**config.mk**
```make
export PLATFORM = sky130hd
export DESIGN_NAME = upf_port
export DESIGN_NICKNAME = d
export VERILOG_FILES = /design/src/design/upf_pkg.sv /design/src/design/upf_stream_if.sv /design/src/design/upf_port.sv /design/src/design/upf_buf.sv
export VERILOG_INCLUDE_DIRS = /design/src /design/src/design
export SDC_FILE = /design/constraint.sdc
export NUM_CORES = 1
export LEC_CHECK = 0
export CORE_MARGIN = 1
export CORE_UTILIZATION = 60
export CTS_BUF_LIST = sky130_fd_sc_hd__clkbuf_4 sky130_fd_sc_hd__clkbuf_8
export DETAILED_ROUTE_END_ITERATION = 8
export DONT_BUFFER_PORTS = 1
export GPL_TIMING_DRIVEN = 0
export PLACE_DENSITY = 0.73
export SYNTH_ARGS = -nofsm -noshare
export SYNTH_HDL_FRONTEND = slang
export SYNTH_HIERARCHICAL = 1
export SYNTH_SLANG_ARGS = --single-unit
```
**constraint.sdc**
```tcl
create_clock -name clk -period 3.6 [get_ports clk]
set_input_delay 0.36 -clock clk [delete_from_list [all_inputs] [get_ports clk]]
set_output_delay 0.36 -clock clk [all_outputs]
set_load 0.02 [all_outputs]
```
**src/design/upf_map.svh**
```systemverilog
`ifndef UPF_MAP_SVH
`define UPF_MAP_SVH

// Width of the parallel data bus.
`define UPF_DATA_W 8
// Entries in each stream buffer.
`define UPF_BUF_DEPTH 2
// Core clock period in nanoseconds.
`define UPF_CLK_PERIOD_NS 100
// Nominal transfer clock rate in megahertz; the core clock cannot reach it.
`define UPF_SYNC_CLK_NOM_MHZ 60
// Transfer clock period used here, in nanoseconds.
`define UPF_SYNC_CLK_PERIOD_NS 800
// Core cycles in half a transfer clock period, derived from the two periods.
`define UPF_SYNC_HALF_CYC ((`UPF_SYNC_CLK_PERIOD_NS / `UPF_CLK_PERIOD_NS) / 2)
// Reset value of the data bus registers.
`define UPF_BYTE_RST 8'h00
// Idle level of the active-low strobes.
`define UPF_STROBE_IDLE 1'b1

`endif

```
**src/design/upf_pkg.sv**
```systemverilog
package upf_pkg;
  // One-hot transfer mode.
  typedef enum logic [1:0] {
    UPF_MODE_ASYNC = 2'b01,
    UPF_MODE_SYNC = 2'b10
  } upf_mode_e;

  typedef logic [7:0] upf_byte_t;
endpackage

```
**src/design/upf_stream_if.sv**
```systemverilog
`timescale 1ns/1ps
interface upf_stream_if #(
  parameter int WIDTH = 8
);
  logic valid;
  logic ready;
  logic [WIDTH-1:0] data;

  modport src (output valid, output data, input ready);
  modport snk (input valid, input data, output ready);
endinterface

```
**src/design/upf_port.sv**
```systemverilog
`timescale 1ns/1ps
`include "upf_map.svh"
module upf_port
  import upf_pkg::*;
#(
  parameter int SYNC_HALF_CYC = `UPF_SYNC_HALF_CYC
) (
  // Core clock and reset.
  input wire logic clk,
  input wire logic rstn,
  // Host-side mode choice and link state.
  input wire logic sync_mode,
  input wire logic link_suspended,
  // Bytes from the host toward the FPGA.
  input wire logic host_in_valid,
  output logic host_in_ready,
  input wire logic [7:0] host_in_data,
  // Bytes from the FPGA toward the host.
  output logic host_out_valid,
  input wire logic host_out_ready,
  output logic [7:0] host_out_data,
  // Packet and wake requests toward the host.
  output logic host_send_now,
  output logic host_wakeup,
  // Parallel FIFO pins.
  input wire logic [7:0] data_in,
  output logic [7:0] data_out,
  output logic data_oe,
  output logic rx_data_available_n,
  output logic tx_space_available_n,
  input wire logic rd_n,
  input wire logic wr_n,
  input wire logic oe_n,
  input wire logic send_now_wakeup_n,
  output logic fifo_sync_clock
);
  localparam int DW = `UPF_DATA_W;
  localparam int HW = (SYNC_HALF_CYC > 1) ? $clog2(SYNC_HALF_CYC) : 1;

  function automatic logic fell(input logic prev, input logic cur);
    fell = prev && !cur;
  endfunction

  function automatic logic rose(input logic prev, input logic cur);
    rose = !prev && cur;
  endfunction

  // Pin synchronisers; the first stage feeds only the second.
  logic [7:0] din_m_reg, din_s_reg;
  logic rd_m_reg, rd_s_reg, rd_d_reg;
  logic wr_m_reg, wr_s_reg, wr_d_reg;
  logic oe_m_reg, oe_s_reg;
  logic sw_m_reg, sw_s_reg, sw_d_reg;

  always_ff @(posedge clk) begin
    if (!rstn) begin
      din_m_reg <= `UPF_BYTE_RST;
      din_s_reg <= `UPF_BYTE_RST;
      rd_m_reg <= `UPF_STROBE_IDLE;
      rd_s_reg <= `UPF_STROBE_IDLE;
      rd_d_reg <= `UPF_STROBE_IDLE;
      wr_m_reg <= `UPF_STROBE_IDLE;
      wr_s_reg <= `UPF_STROBE_IDLE;
      wr_d_reg <= `UPF_STROBE_IDLE;
      oe_m_reg <= `UPF_STROBE_IDLE;
      oe_s_reg <= `UPF_STROBE_IDLE;
      sw_m_reg <= `UPF_STROBE_IDLE;
      sw_s_reg <= `UPF_STROBE_IDLE;
      sw_d_reg <= `UPF_STROBE_IDLE;
    end else begin
      din_m_reg <= data_in;
      din_s_reg <= din_m_reg;
      rd_m_reg <= rd_n;
      rd_s_reg <= rd_m_reg;
      rd_d_reg <= rd_s_reg;
      wr_m_reg <= wr_n;
      wr_s_reg <= wr_m_reg;
      wr_d_reg <= wr_s_reg;
      oe_m_reg <= oe_n;
      oe_s_reg <= oe_m_reg;
      sw_m_reg <= send_now_wakeup_n;
      sw_s_reg <= sw_m_reg;
      sw_d_reg <= sw_s_reg;
    end
  end

  // Mode follows the host's choice, but only switches while both strobes idle,
  // so a byte in flight is never split across modes.
  upf_mode_e mode_reg, mode_next;
  wire strobes_idle = rd_s_reg && wr_s_reg && rd_d_reg && wr_d_reg;
  wire mode_want_sync = sync_mode && strobes_idle;
  wire mode_want_async = !sync_mode && strobes_idle;

  always_comb begin
    mode_next = mode_reg;
    unique case (mode_reg)
      UPF_MODE_ASYNC: if (mode_want_sync) mode_next = UPF_MODE_SYNC;
      UPF_MODE_SYNC: if (mode_want_async) mode_next = UPF_MODE_ASYNC;
      default: mode_next = UPF_MODE_ASYNC;
    endcase
  end

  always_ff @(posedge clk) begin
    if (!rstn) mode_reg <= UPF_MODE_ASYNC;
    else mode_reg <= mode_next;
  end

  wire in_sync = (mode_reg == UPF_MODE_SYNC);

  // Transfer clock divided from the core clock; still while in asynchronous mode.
  logic [HW-1:0] div_reg;
  logic sclk_reg;
  wire div_wrap = (div_reg == HW'(SYNC_HALF_CYC - 1));
  wire sclk_rise = in_sync && div_wrap && !sclk_reg;

  always_ff @(posedge clk) begin
    if (!rstn || !in_sync) begin
      div_reg <= '0;
      sclk_reg <= 1'b0;
    end else if (div_wrap) begin
      div_reg <= '0;
      sclk_reg <= !sclk_reg;
    end else begin
      div_reg <= HW'(div_reg + 1'b1);
    end
  end

  assign fifo_sync_clock = sclk_reg;

  // Stream buffers on both data paths.
  upf_stream_if #(.WIDTH(DW)) rx_in ();
  upf_stream_if #(.WIDTH(DW)) rx_out ();
  upf_stream_if #(.WIDTH(DW)) tx_in ();
  upf_stream_if #(.WIDTH(DW)) tx_out ();

  upf_buf #(.WIDTH(DW), .DEPTH(`UPF_BUF_DEPTH)) u_rx_buf (
    .clk(clk),
    .rstn(rstn),
    .in_s(rx_in),
    .out_s(rx_out)
  );

  upf_buf #(.WIDTH(DW), .DEPTH(`UPF_BUF_DEPTH)) u_tx_buf (
    .clk(clk),
    .rstn(rstn),
    .in_s(tx_in),
    .out_s(tx_out)
  );

  assign rx_in.valid = host_in_valid;
  assign rx_in.data = host_in_data;
  assign host_in_ready = rx_in.ready;
  assign host_out_valid = tx_out.valid;
  assign host_out_data = tx_out.data;
  assign tx_out.ready = host_out_ready;

  // Byte moves: clocked mode acts on the transfer clock's rising edge,
  // clockless mode on the strobe's release, when the FPGA's pulse has ended.
  wire bus_to_fpga = !oe_s_reg;
  wire sync_rd = sclk_rise && !rd_s_reg && bus_to_fpga;
  wire sync_wr = sclk_rise && !wr_s_reg && !bus_to_fpga;
  wire async_rd = !in_sync && rose(rd_d_reg, rd_s_reg) && bus_to_fpga;
  wire async_wr = !in_sync && rose(wr_d_reg, wr_s_reg) && !bus_to_fpga;
  // A strobe without data or space is ignored rather than corrupting the buffer.
  assign rx_out.ready = (sync_rd || async_rd) && rx_out.valid;
  assign tx_in.valid = sync_wr || async_wr;
  assign tx_in.data = din_s_reg;

  // Status flags and bus drive, all from flip-flops.
  logic [7:0] dout_reg;
  logic oe_drive_reg;
  logic rxf_n_reg;
  logic txe_n_reg;

  always_ff @(posedge clk) begin
    if (!rstn) begin
      dout_reg <= `UPF_BYTE_RST;
      oe_drive_reg <= 1'b0;
      rxf_n_reg <= 1'b1;
      txe_n_reg <= 1'b1;
    end else begin
      dout_reg <= rx_out.data;
      oe_drive_reg <= bus_to_fpga;
      rxf_n_reg <= !rx_out.valid;
      txe_n_reg <= !tx_in.ready;
    end
  end

  assign data_out = dout_reg;
  assign data_oe = oe_drive_reg;
  assign rx_data_available_n = rxf_n_reg;
  assign tx_space_available_n = txe_n_reg;

  // Send-immediate and wake requests on the falling edge of the pin.
  logic send_now_reg;
  logic wakeup_reg;
  wire sw_fell = fell(sw_d_reg, sw_s_reg);

  always_ff @(posedge clk) begin
    if (!rstn) begin
      send_now_reg <= 1'b0;
      wakeup_reg <= 1'b0;
    end else begin
      send_now_reg <= sw_fell && !link_suspended;
      wakeup_reg <= sw_fell && link_suspended;
    end
  end

  assign host_send_now = send_now_reg;
  assign host_wakeup = wakeup_reg;
endmodule // upf_port

```
**src/design/upf_buf.sv**
```systemverilog
`timescale 1ns/1ps
`include "upf_map.svh"
module upf_buf
  import upf_pkg::*;
#(
  parameter int WIDTH = `UPF_DATA_W,
  parameter int DEPTH = `UPF_BUF_DEPTH
) (
  // Clock and reset.
  input wire logic clk,
  input wire logic rstn,
  // Filling side.
  upf_stream_if.snk in_s,
  // Draining side.
  upf_stream_if.src out_s
);
  localparam int PW = (DEPTH > 1) ? $clog2(DEPTH) : 1;
  localparam int CW = $clog2(DEPTH + 1);

  logic [WIDTH-1:0] mem_reg [DEPTH];
  logic [PW-1:0] wr_ptr_reg;
  logic [PW-1:0] rd_ptr_reg;
  logic [CW-1:0] count_reg;

  wire push = in_s.valid && in_s.ready;
  wire pop = out_s.valid && out_s.ready;

  function automatic logic [PW-1:0] ptr_inc(input logic [PW-1:0] p);
    ptr_inc = (p == PW'(DEPTH - 1)) ? '0 : PW'(p + 1'b1);
  endfunction

  // Full and empty come straight from the count, so the source really stalls.
  assign in_s.ready = (count_reg != CW'(DEPTH));
  assign out_s.valid = (count_reg != '0);
  assign out_s.data = mem_reg[rd_ptr_reg];

  always_ff @(posedge clk) begin
    if (push) begin
      mem_reg[wr_ptr_reg] <= in_s.data;
    end
  end

  always_ff @(posedge clk) begin
    if (!rstn) begin
      wr_ptr_reg <= '0;
      rd_ptr_reg <= '0;
      count_reg <= '0;
    end else begin
      if (push) wr_ptr_reg <= ptr_inc(wr_ptr_reg);
      if (pop) rd_ptr_reg <= ptr_inc(rd_ptr_reg);
      if (push && !pop) count_reg <= CW'(count_reg + 1'b1);
      else if (pop && !push) count_reg <= CW'(count_reg - 1'b1);
    end
  end
endmodule // upf_buf

```
==> out/results.tsv, run 1 <==
stage	metric	value	unit
clock_network	path_clk_slew	0.08	ns
timing	fraction_of_the_cycle_the_final_worst_path_needs	59.1	%
clock_network	postCtsSetupRepairBufs	0	
clock_network	cts.root.buffer_cell	sky130_fd_sc_hd__clkbuf_8	
timing	finalHoldViolations	0	
clock_network	clock_sinks	87	
critical_path	worst_path_max_fanout	5	
floorplan	floorplan.core_area	0.00472	mm^2
global_routing	via_count_of_the_first_global_routing_pass	1487	
synthesis	yosysTopAreaCell	sky130_fd_sc_hd__dfxtp_1	
critical_path	crit_path_top_delay_cell	sky130_fd_sc_hd__or3_1	
drt	ant_nets	0	
synthesis	synth_nets	239	
pwr	power.internal	1.52	mW
cells_and_area	num_antenna_cells	0	
timing	achievable-frequency	0.470	GHz
floorplan	dieArea	0.00518	mm^2
cells_and_area	area_delta_synth_final	9.80	%
timing	worst-slew-pin-transition	0.443	ns
synthesis	synth_top_flop_cell	sky130_fd_sc_hd__dfxtp_1	
cells_and_area	multiInputGateArea	833	um^2
synthesis	most_repeated_cell_in_the_gate_level_netlist_after_synthesis	sky130_fd_sc_hd__dfxtp_1	
critical_path	critPathLaunchType	register	
hold_path	hold_class	in -> reg	
floorplan	die_w	72.0	um
synthesis	synth_area_leaders	sky130_fd_sc_hd__dfxtp_1 37%, sky130_fd_sc_hd__edfxtp_1 33%, sky130_fd_sc_hd__mux2_2 6.1%, sky130_fd_sc_hd__and2_1 5.5%, sky130_fd_sc_hd__nand2b_1 2.6%	
placement	detailed_place_hpwl	2920	um
pwr	sequentialPowerShare	56.7	%
placement	post_dp_cell_area	0.00302	mm^2
synthesis	synth.ff_latch_count	87	
synthesis	synth-async-reset-ratio	0	%
pwr	p_clk_share	33.3	%
timing	setup_repair_after_global_routing_missed_its_margin	false	
floorplan	io-pin-count	50	
global_routing	maximum_number_of_pins_on_one_net_before_global_route_repair	16	
synthesis	syn-instance-count	210	
critical_path	arrival	2.41	ns
global_routing	global_route_wire_length_before_repair	6690	um
global_routing	grt_antenna_before_repair	0	
drt	routedLengthMet1	1620	um
critical_path	critPathKind	reg -> reg	
job	drv_cap	0	
critical_path	cp_cell_sequence	ha_1, nor3b_1, nand2_1, a21oi_1, o21ai_0, ha_1, or3_1, a21oi_1	
outcome	status	completed	
drt	top_layer_in_use	met4	
cells_and_area	nNetsFinal	250	
critical_path	timing.critical_path.required	3.88	ns
pwr	ir_worst_vdd	0.370	mV
synthesis	synth-edff-count	32	
clock_network	tritoncts_clock_tree	built	
clock_network	cts_inserted_buffers	9	
clock_network	clk_latency	0.35	ns
synthesis	synth.yosys.warnings	6	
timing	slew_headroom	70.4	%
timing	finalClockSkew	0.00716	ns
critical_path	worstSetupEndpointType	register	
pwr	comb_power_share	10.0	%
clock_network	max-clock-path-buffers	2	
synthesis	synth.lib_cells_used.distinct	32	
synthesis	synth.top_cell.area_share	37.5	%
drt	post_drt_via_cell_ratio	5.04	
cells_and_area	fillCellCount	360	
synthesis	synth_top_cells_by_count	55 x sky130_fd_sc_hd__dfxtp_1, 32 x sky130_fd_sc_hd__edfxtp_1, 26 x sky130_fd_sc_hd__and2_1	
global_routing	grt.overflow.total	0	
timing	setup-tns-final	0	ns
drt	route.detailed.drc	0	
timing	setup_viol_count_final	0	
drt	met3WireLength	222	um
cells_and_area	final_layout_size_suffix_gt1_share	19.0	%
cells_and_area	final_cell_area	0.00322	mm^2
synthesis	synth_area	0.00294	mm^2
pwr	total_power_divided_by_cell_area	620	mW/mm^2
pwr	power_switching_share	24.2	%
drt	drt_pre_antenna_iters	5	
floorplan	num_rows	25	
drt	met2_wirelength	2140	um
floorplan	floorplan.initialDensity	62.2	%
synthesis	postSynthAreaPerCell	14.0	um^2
pwr	p_sw	483	uW
drt	route.final.wire_length	4100	um
timing	report.final.slew_viol_count	0	
drt	wl_per_cell	14.0	um
placement	gp_congestion	0.750	
placement	io_buffer_count	0	
clock_network	cts_resized	0	
floorplan	chipHeight	72.0	um
clock_network	cts-hold-fix-buffers	0	
cells_and_area	seq_area	0.00206	mm^2
synthesis	seq_area_frac_synth	70.2	%
pwr	p_leak	1.22	nW
critical_path	cpPeakStageDelay	0.38	ns
timing	period_minus_slack	2.13	ns
drt	drtIter0Drc	48	
clock_network	clock_tree.htree_level_count	3	
global_routing	grt_use_total	18.0	%
drt	num_vias	1476	
==> final timing paths <==
kind	start	end	slack, ns	depth (start not counted)
worst min register to register	rd_m_reg$_SDFF_PN1_	rd_s_reg$_SDFF_PN1_	0.41	1
worst max-delay path	div_reg[0]$_SDFF_PP0_	u_rx_buf/count_reg[1]$_SDFFE_PN0P_	1.47	8
worst min-delay path	link_suspended	host_send_now$_SDFF_PN0_	0.08	1
worst max register to register	div_reg[0]$_SDFF_PP0_	u_rx_buf/count_reg[1]$_SDFFE_PN0P_	1.47	8
==> critical path, delay by kind of cell, from the launching register on <==
family,cells,cell delay [ns]
compound gates,3,0.43
fa+ha+maj,2,0.62
flops,1,0.35
simple gates,3,0.66
==> power groups by stage <==
stage	clock network, mW	logic [mW]	registers [mW]
floorplan	0	0.175	1.15
global placement	0	0.192	1.15
detailed placement	0	0.201	1.16
CTS	0.687	0.203	1.13
global route	0.725	0.219	1.14
finish	0.665	0.200	1.13
==> cell type report <==
class	count	area share, %
Multi-Input combinational cell	113	25.8
Buffer	6	0.815
Sequential cell	87	64.0
Clock inverter	6	2.06
Inverter	4	0.466
Clock buffer	10	4.27
Tap cell	67	2.60
==> layout by cell type, fill, tap and decap left out, drive strengths merged <==
cell     netlist  final
and2          26     26
nand2          5      5
a21oi          5      5
a21bo          2      2
nand2b        14     14
nor3b          4      4
a2bb2oi        1      1
o2bb2ai        1      1
nand3b         2      2
nor2           8      8
or3            2      2
or3b           1      1
edfxtp        32     32
and3           2      2
buf            3      3
nand4          1      1
clkinv         0      3
xor2           6      6
nor3           2      2
mux2          16     16
o21a           1      1
nor2b          2      2
and4b          1      1
xnor2          1      1
and4bb         1      1
dfxtp         55     55
bufinv         0      1
or2            2      2
o21ai          4      4
inv            4      6
clkbuf         3     13
ha             3      3
==> kinds of logic after synthesis <==
family	count (synthesis)	share of synthesized area (%)
compound gates	14	3.07
xor+xnor	7	2.09
fa+ha+maj	3	1.28
buf+inv	10	1.41
flops	87	70.2
mux	16	6.14
simple gates	73	15.8
==> routing by layer <==
metal / up-vias / global-route usage, %
li1: 738 / -
met1: 691 / 19.1
met2: 35 / 30.7
met3: 12 / 5.56
met4: 0 / 12.4
met5: - / 0
==> metrics by stage <==
step	worst slack [ns]	hold WS, ns	power [mW]	utilization [%]	std cells
2_1_floorplan	1.67	0.386	1.32	-	210
3_3_place_gp	1.56	0.390	1.34	63.9	277
3_5_place_dp	1.49	0.396	1.36	63.9	277
4_1_cts	1.46	0.0688	2.02	68.3	293
5_1_grt	1.31	0.0596	2.09	68.3	293
6_report	1.47	0.0847	2.00	68.3	293
No activity file was read; power rests on OpenSTA's default activity.
==> run 2: changes to the inputs <==
ABC_AREA = 1   (was not set)
clock period = 2 ns   (was 3.6 ns; I/O delays follow)
==> out/results.tsv, run 2 <==
stage	metric	value	unit
timing	worst_slack_setup_final	0.192	ns
global_routing	global_route_wire_length_before_repair	7060	um
placement	post_dp_cell_area	0.00311	mm^2
synthesis	postSynthAreaPerCell	11.2	um^2
clock_network	clk_latency	0.35	ns
cells_and_area	final_cell_area	0.00352	mm^2
clock_network	max-clock-path-buffers	2	
global_routing	grt.overflow.total	0	
synthesis	synth-adder-area-share	1.24	%
critical_path	critPathLaunchType	register	
cells_and_area	final_layout_size_suffix_gt1_share	20.5	%
global_routing	gr-usage-met3	6.63	%
synthesis	synth.top_cell.area_share	36.4	%
synthesis	synth.lib_cells_used.distinct	24	
timing	finalHoldViolations	0	
drt	drtIter0Drc	49	
synthesis	synth_area_leaders	sky130_fd_sc_hd__dfxtp_1 36%, sky130_fd_sc_hd__edfxtp_1 32%, sky130_fd_sc_hd__nand2_1 6.5%, sky130_fd_sc_hd__mux2_2 6.0%, sky130_fd_sc_hd__inv_1 5.1%	
clock_network	clock_tree.htree_level_count	3	
synthesis	synth_top_flop_cell	sky130_fd_sc_hd__dfxtp_1	
pwr	total_power_divided_by_cell_area	955	mW/mm^2
floorplan	dieArea	0.00533	mm^2
critical_path	worst_r2r_startpoint	div_reg[0]$_SDFF_PP0_	
pwr	p_leak	1.54	nW
critical_path	critPathKind	reg -> reg	
floorplan	io-pin-count	50	
timing	report.final.slew_viol_count	0	
cells_and_area	final_common_cell	sky130_fd_sc_hd__dfxtp_1	
synthesis	synthMuxAreaShare	5.96	%
global_routing	via_count_of_the_first_global_routing_pass	1614	
synthesis	synth_top_cells_by_count	55 x sky130_fd_sc_hd__dfxtp_1, 52 x sky130_fd_sc_hd__nand2_1, 41 x sky130_fd_sc_hd__inv_1	
cells_and_area	utilization	73.5	%
floorplan	floorplan.core_area	0.00479	mm^2
floorplan	chipHeight	73.0	um
drt	wl_per_cell	11.6	um
critical_path	timing.critical_path.required	2.29	ns
cells_and_area	area_delta_synth_final	16.3	%
clock_network	clock_sinks	87	
critical_path	reg2reg_slack	0.19	ns
synthesis	synth_nets	299	
timing	finalClockSkew	0.00605	ns
timing	period_minus_slack	1.81	ns
placement	io_buffer_count	0	
synthesis	seq_area_frac_synth	68.2	%
critical_path	cp-endpoint	u_rx_buf/count_reg[1]$_SDFFE_PN0P_	
drt	route.detailed.drc	0	
global_routing	global_route.usage.met1	19.9	%
global_routing	maximum_number_of_pins_on_one_net_before_global_route_repair	16	
clock_network	tritoncts_clock_tree	built	
critical_path	r2r-end	u_rx_buf/count_reg[1]$_SDFFE_PN0P_	
placement	detailed_place_hpwl	2820	um
placement	gp_congestion	0.841	
timing	achievable-frequency	0.553	GHz
drt	ant_nets	0	
timing	fraction_of_the_cycle_the_final_worst_path_needs	90.4	%
global_routing	grt_antenna_before_repair	0	
timing	setup_viol_count_final	0	
synthesis	synth.yosys.warnings	6	
synthesis	synth.ff_latch_count	87	
synthesis	synth_area	0.00303	mm^2
global_routing	grt_use_total	18.5	%
hold_path	holdPathStages	2	
clock_network	cts.root.buffer_cell	sky130_fd_sc_hd__clkbuf_8	
placement	dp_slack	0.0188	ns
synthesis	yosysTopAreaCell	sky130_fd_sc_hd__dfxtp_1	
floorplan	die_w	73.0	um
clock_network	path_clk_slew	0.08	ns
synthesis	synth_xor_xnor_area_share	0	%
synthesis	synth-edff-count	32	
synthesis	most_repeated_cell_in_the_gate_level_netlist_after_synthesis	sky130_fd_sc_hd__dfxtp_1	
floorplan	floorplan.initialDensity	63.2	%
drt	num_vias	1749	
timing	slew_headroom	50.1	%
drt	post_drt_via_cell_ratio	4.66	
critical_path	arrival	2.10	ns
synthesis	synth_top_family_by_area	simple AND/OR/NAND/NOR gates	
clock_network	cts_inserted_buffers	9	
cells_and_area	most-common-layout-cells	55 x sky130_fd_sc_hd__dfxtp_1, 52 x sky130_fd_sc_hd__nand2_1, 41 x sky130_fd_sc_hd__inv_1	
synthesis	synth-async-reset-ratio	0	%
synthesis	syn-instance-count	270	
critical_path	cp-startpoint	div_reg[0]$_SDFF_PP0_	
hold_path	hold_class	in -> reg	
critical_path	worst_path_max_fanout	5	
synthesis	share_of_the_synthesized_area_in_compound_gates_ao_oa_aoi_oai	2.23	%
synthesis	synth_simple_gate_area_share	15.7	%
global_routing	global_route.peak_usage_layer	met2	
floorplan	num_rows	25	
cells_and_area	num_antenna_cells	0	
critical_path	worstSetupEndpointType	register	
drt	drt_pre_antenna_iters	4	
global_routing	grt_use_met2	31.8	%
job	drv_cap	0	
cells_and_area	nNetsFinal	332	
clock_network	postCtsSetupRepairBufs	0	
critical_path	r2r_cells	11	
timing	worst-slew-pin-transition	0.746	ns
pwr	ir_worst_vdd	0.662	mV
outcome	status	completed	
timing	fin_worst_hold_slack	0.0369	ns
drt	route.final.wire_length	4360	um
run 2: power by group:
part	internal (mW)	total (mW)	switching [mW]
registers	1.93	1.99	0.0632
clock network	0.488	1.08	0.596
logic	0.120	0.289	0.168
run 2: area by class of cell:
type | count | area, um^2
buffer | 6 | 28.8
clock buffer | 10 | 138
clock inverter | 6 | 45.0
fill | 360 | 1270
inverter | 46 | 175
multi-input combinational | 131 | 767
sequential | 87 | 2060
tap | 67 | 83.8
timing repair buffer | 22 | 220
run 2: cells by family after synthesis:
group / count (synthesis)
muxes: 16
buffers and inverters: 52
DFF: 87
and+or+nand+nor: 100
AOI/OAI and AO/OA: 12
adders and majority gates: 3
run 2: routing by layer:
layer  part of all wire, %  wire length (um)
met5                     0                 0
met4                  0.80                35
met3                   5.0               220
met2                    52              2280
met1                    42              1820
run 2: worst min path at each step:
stage	start	endpoint
2_1_floorplan	link_suspended	host_send_now$_SDFF_PN0_
3_3_place_gp	link_suspended	host_send_now$_SDFF_PN0_
3_5_place_dp	link_suspended	host_send_now$_SDFF_PN0_
4_1_cts	sync_mode	mode_reg[1]$_SDFFE_PN0P_
5_1_grt	sync_mode	mode_reg[1]$_SDFFE_PN0P_
6_report	sync_mode	mode_reg[1]$_SDFFE_PN0P_
run 2: worst max-delay path, stage by stage (launching register included):
cell and delay, ns:
sky130_fd_sc_hd__dfxtp_1 0.34, sky130_fd_sc_hd__ha_1 0.25, sky130_fd_sc_hd__nand3_1 0.13, sky130_fd_sc_hd__a21oi_1 0.17
sky130_fd_sc_hd__o21a_2 0.17, sky130_fd_sc_hd__inv_1 0.04, sky130_fd_sc_hd__ha_1 0.27, sky130_fd_sc_hd__inv_1 0.12
sky130_fd_sc_hd__nand3_1 0.09, sky130_fd_sc_hd__nand2_1 0.06, sky130_fd_sc_hd__inv_1 0.03, sky130_fd_sc_hd__nor2_1 0.08
run 2: repair_timing:
| action | 4_1_cts | 5_1_grt |
|---|---|---|
| hold buffers | 22 | 0 |
| gates resized for setup | 0 | 3 |
| endpoints found under the setup margin | 0 | 20 |
| endpoints found under the hold margin | 40 | 0 |
run 2: through the flow:
step / cells / setup TNS (ns) / power [mW]
floorplan: 270 / 0 / 2.24
global placement: 337 / -0.0533 / 2.27
detailed placement: 337 / 0 / 2.28
CTS: 375 / 0 / 3.38
global route: 375 / -0.000686 / 3.52
finish: 375 / 0 / 3.36
==> run 3: changes to the inputs <==
RECOVER_POWER = 100   (was not set)
==> out/results.tsv, run 3 (synthesis results as in run 2) <==
stage	metric	value	unit
outcome	status	completed	
floorplan	die_w	73.0	um
floorplan	dieArea	0.00533	mm^2
clock_network	tritoncts_clock_tree	built	
critical_path	arrival	1.83	ns
placement	gp_congestion	0.841	
floorplan	io-pin-count	50	
clock_network	cts.root.buffer_cell	sky130_fd_sc_hd__clkbuf_8	
drt	drtIter0Drc	53	
clock_network	clock_tree.htree_level_count	3	
critical_path	critPathKind	reg -> reg	
critical_path	reg2reg_slack	0.16	ns
floorplan	floorplan.core_area	0.00479	mm^2
global_routing	grt.overflow.total	0	
critical_path	timing.critical_path.required	1.99	ns
drt	num_vias	1757	
hold_path	holdPathEnd	mode_reg[1]$_SDFFE_PN0P_	
global_routing	global_route_wire_length_before_repair	7060	um
cells_and_area	area_delta_synth_final	15.4	%
global_routing	global_route.usage.met1	19.9	%
critical_path	crit_path_top_delay_cell	sky130_fd_sc_hd__nor2_1	
global_routing	grt_antenna_before_repair	0	
cells_and_area	num_antenna_cells	0	
pwr	ir_worst_vdd	0.663	mV
global_routing	grt_use_total	18.5	%
timing	period_minus_slack	1.84	ns
timing	setup_viol_count_final	0	
pwr	comb_power_share	8.3	%
timing	slew_headroom	50.3	%
cells_and_area	fillCellCount	365	
timing	setup_repair_after_global_routing_missed_its_margin	false	
critical_path	cp_cell_sequence	inv_1, nand2_1, nand2_1, nor2_1	
critical_path	worstSetupEndpointType	register	
global_routing	grt_use_met2	31.8	%
timing	finalClockSkew	0.00867	ns
clock_network	path_clk_slew	0.08	ns
global_routing	via_count_of_the_first_global_routing_pass	1614	
floorplan	chipHeight	73.0	um
drt	wl_per_cell	11.7	um
cells_and_area	most-common-layout-cells	55 x sky130_fd_sc_hd__dfxtp_1, 54 x sky130_fd_sc_hd__nand2_1, 43 x sky130_fd_sc_hd__inv_1	
timing	finalHoldViolations	0	
pwr	p_leak	1.53	nW
pwr	sequentialPowerShare	59.3	%
drt	ant_nets	0	
critical_path	r2r-end	u_rx_buf/mem_reg[1][6]$_DFFE_PP_	
pwr	finalPower	3.35	mW
cells_and_area	final_cell_area	0.00349	mm^2
job	drv_cap	0	
timing	report.final.slew_viol_count	0	
drt	route.final.wire_length	4370	um
timing	fraction_of_the_cycle_the_final_worst_path_needs	91.8	%
floorplan	floorplan.initialDensity	63.2	%
timing	achievable-frequency	0.545	GHz
floorplan	num_rows	25	
critical_path	worst_path_max_fanout	8	
drt	drt_pre_antenna_iters	4	
clock_network	clock_sinks	87	
cells_and_area	nNetsFinal	332	
hold_path	hold_class	in -> reg	
cells_and_area	final_common_cell	sky130_fd_sc_hd__dfxtp_1	
critical_path	worst_r2r_startpoint	u_rx_buf/count_reg[0]$_SDFFE_PN0P_	
placement	detailed_place_hpwl	2820	um
critical_path	worst_path_most_repeated_cell	sky130_fd_sc_hd__nand2_1	
placement	post_dp_cell_area	0.00311	mm^2
drt	post_drt_via_cell_ratio	4.69	
critical_path	r2r_cells	4	
pwr	p_sw	829	uW
timing	worst-slew-pin-transition	0.742	ns
pwr	p_clk_share	32.5	%
global_routing	gr-usage-met3	6.63	%
hold_path	holdPathStages	2	
critical_path	cpPeakStageDelay	0.60	ns
pwr	power_switching_share	24.7	%
cells_and_area	final_layout_size_suffix_gt1_share	15.3	%
placement	io_buffer_count	0	
global_routing	maximum_number_of_pins_on_one_net_before_global_route_repair	16	
clock_network	clk_latency	0.36	ns
hold_path	hold_path_startpoint	sync_mode	
clock_network	max-clock-path-buffers	2	
global_routing	global_route.peak_usage_layer	met2	
clock_network	cts_inserted_buffers	9	
critical_path	critPathLaunchType	register	
timing	setup-tns-final	0	ns
drt	route.detailed.drc	0	
pwr	total_power_divided_by_cell_area	961	mW/mm^2
pwr	power.internal	2.53	mW
-- run 3: power by group through the flow --
| stage | Sequential (mW) | Clock [mW] | Combinational, mW |
|---|---|---|---|
| 2_1_floorplan | 2.02 | 0 | 0.216 |
| 3_3_place_gp | 2.03 | 0 | 0.241 |
| 3_5_place_dp | 2.03 | 0 | 0.248 |
| 4_1_cts | 1.99 | 1.10 | 0.290 |
| 5_1_grt | 2.00 | 1.19 | 0.314 |
| 6_report | 1.99 | 1.09 | 0.277 |
-- run 3: layout make-up --
| type | instances | area, um^2 | share of cell area [%] |
|---|---|---|---|
| Sequential cell | 87 | 2060 | 59.0 |
| Inverter | 46 | 175 | 5.02 |
| Multi-Input combinational cell | 131 | 742 | 21.2 |
| Clock buffer | 10 | 138 | 3.94 |
| Buffer | 6 | 26.3 | 0.752 |
| Timing Repair Buffer | 22 | 220 | 6.31 |
| Tap cell | 67 | 83.8 | 2.40 |
| Clock inverter | 6 | 45.0 | 1.29 |
-- run 3: worst max-delay path, delay by kind of cell (launching register included) --
family / cells / cell delay [ns]
buffers and inverters: 1 / 0.11
and+or+nand+nor: 3 / 0.97
DFF: 1 / 0.39
-- run 3: worst max path at each step --
stage	to	from	slack, ns
6_report	u_rx_buf/mem_reg[1][6]$_DFFE_PP_	u_rx_buf/count_reg[0]$_SDFFE_PN0P_	0.16
5_1_grt	u_tx_buf/count_reg[1]$_SDFFE_PN0P_	mode_reg[1]$_SDFFE_PN0P_	0.007
2_1_floorplan	u_tx_buf/mem_reg[1][0]$_DFFE_PP_	mode_reg[1]$_SDFFE_PN0P_	0.30
3_5_place_dp	u_tx_buf/mem_reg[1][7]$_DFFE_PP_	mode_reg[1]$_SDFFE_PN0P_	0.02
3_3_place_gp	u_tx_buf/mem_reg[1][7]$_DFFE_PP_	mode_reg[1]$_SDFFE_PN0P_	-0.004
4_1_cts	u_tx_buf/mem_reg[1][1]$_DFFE_PP_	mode_reg[1]$_SDFFE_PN0P_	0.003
-- run 3: stage by stage --
stage               hold slack [ns]  util [%]  setup WS (ns)  std cells
CTS                          0.0295      73.4        0.00284        375
detailed placement            0.275      65.0         0.0188        337
floorplan                     0.270         -          0.305        270
global route                 0.0360      73.0        0.00714        375
finish                       0.0317      73.0          0.165        375
global placement              0.273      65.0       -0.00387        337
-- run 3: repair_timing --
action	in CTS	in global routing
setup endpoints to repair	0	20
gates resized for setup	0	3
hold buffers	22	0
buffers inserted	0	0
endpoints found under the hold margin	40	0
-- run 3: metal layers --
| metal | up-vias | share of wire (%) | routed length [um] |
|---|---|---|---|
| met5 | - | 0 | 0 |
| met4 | 0 | 2.2 | 95 |
| met3 | 10 | 5.3 | 233 |
| met2 | 39 | 51 | 2230 |
| met1 | 791 | 41 | 1810 |
| li1 | 917 | - | - |
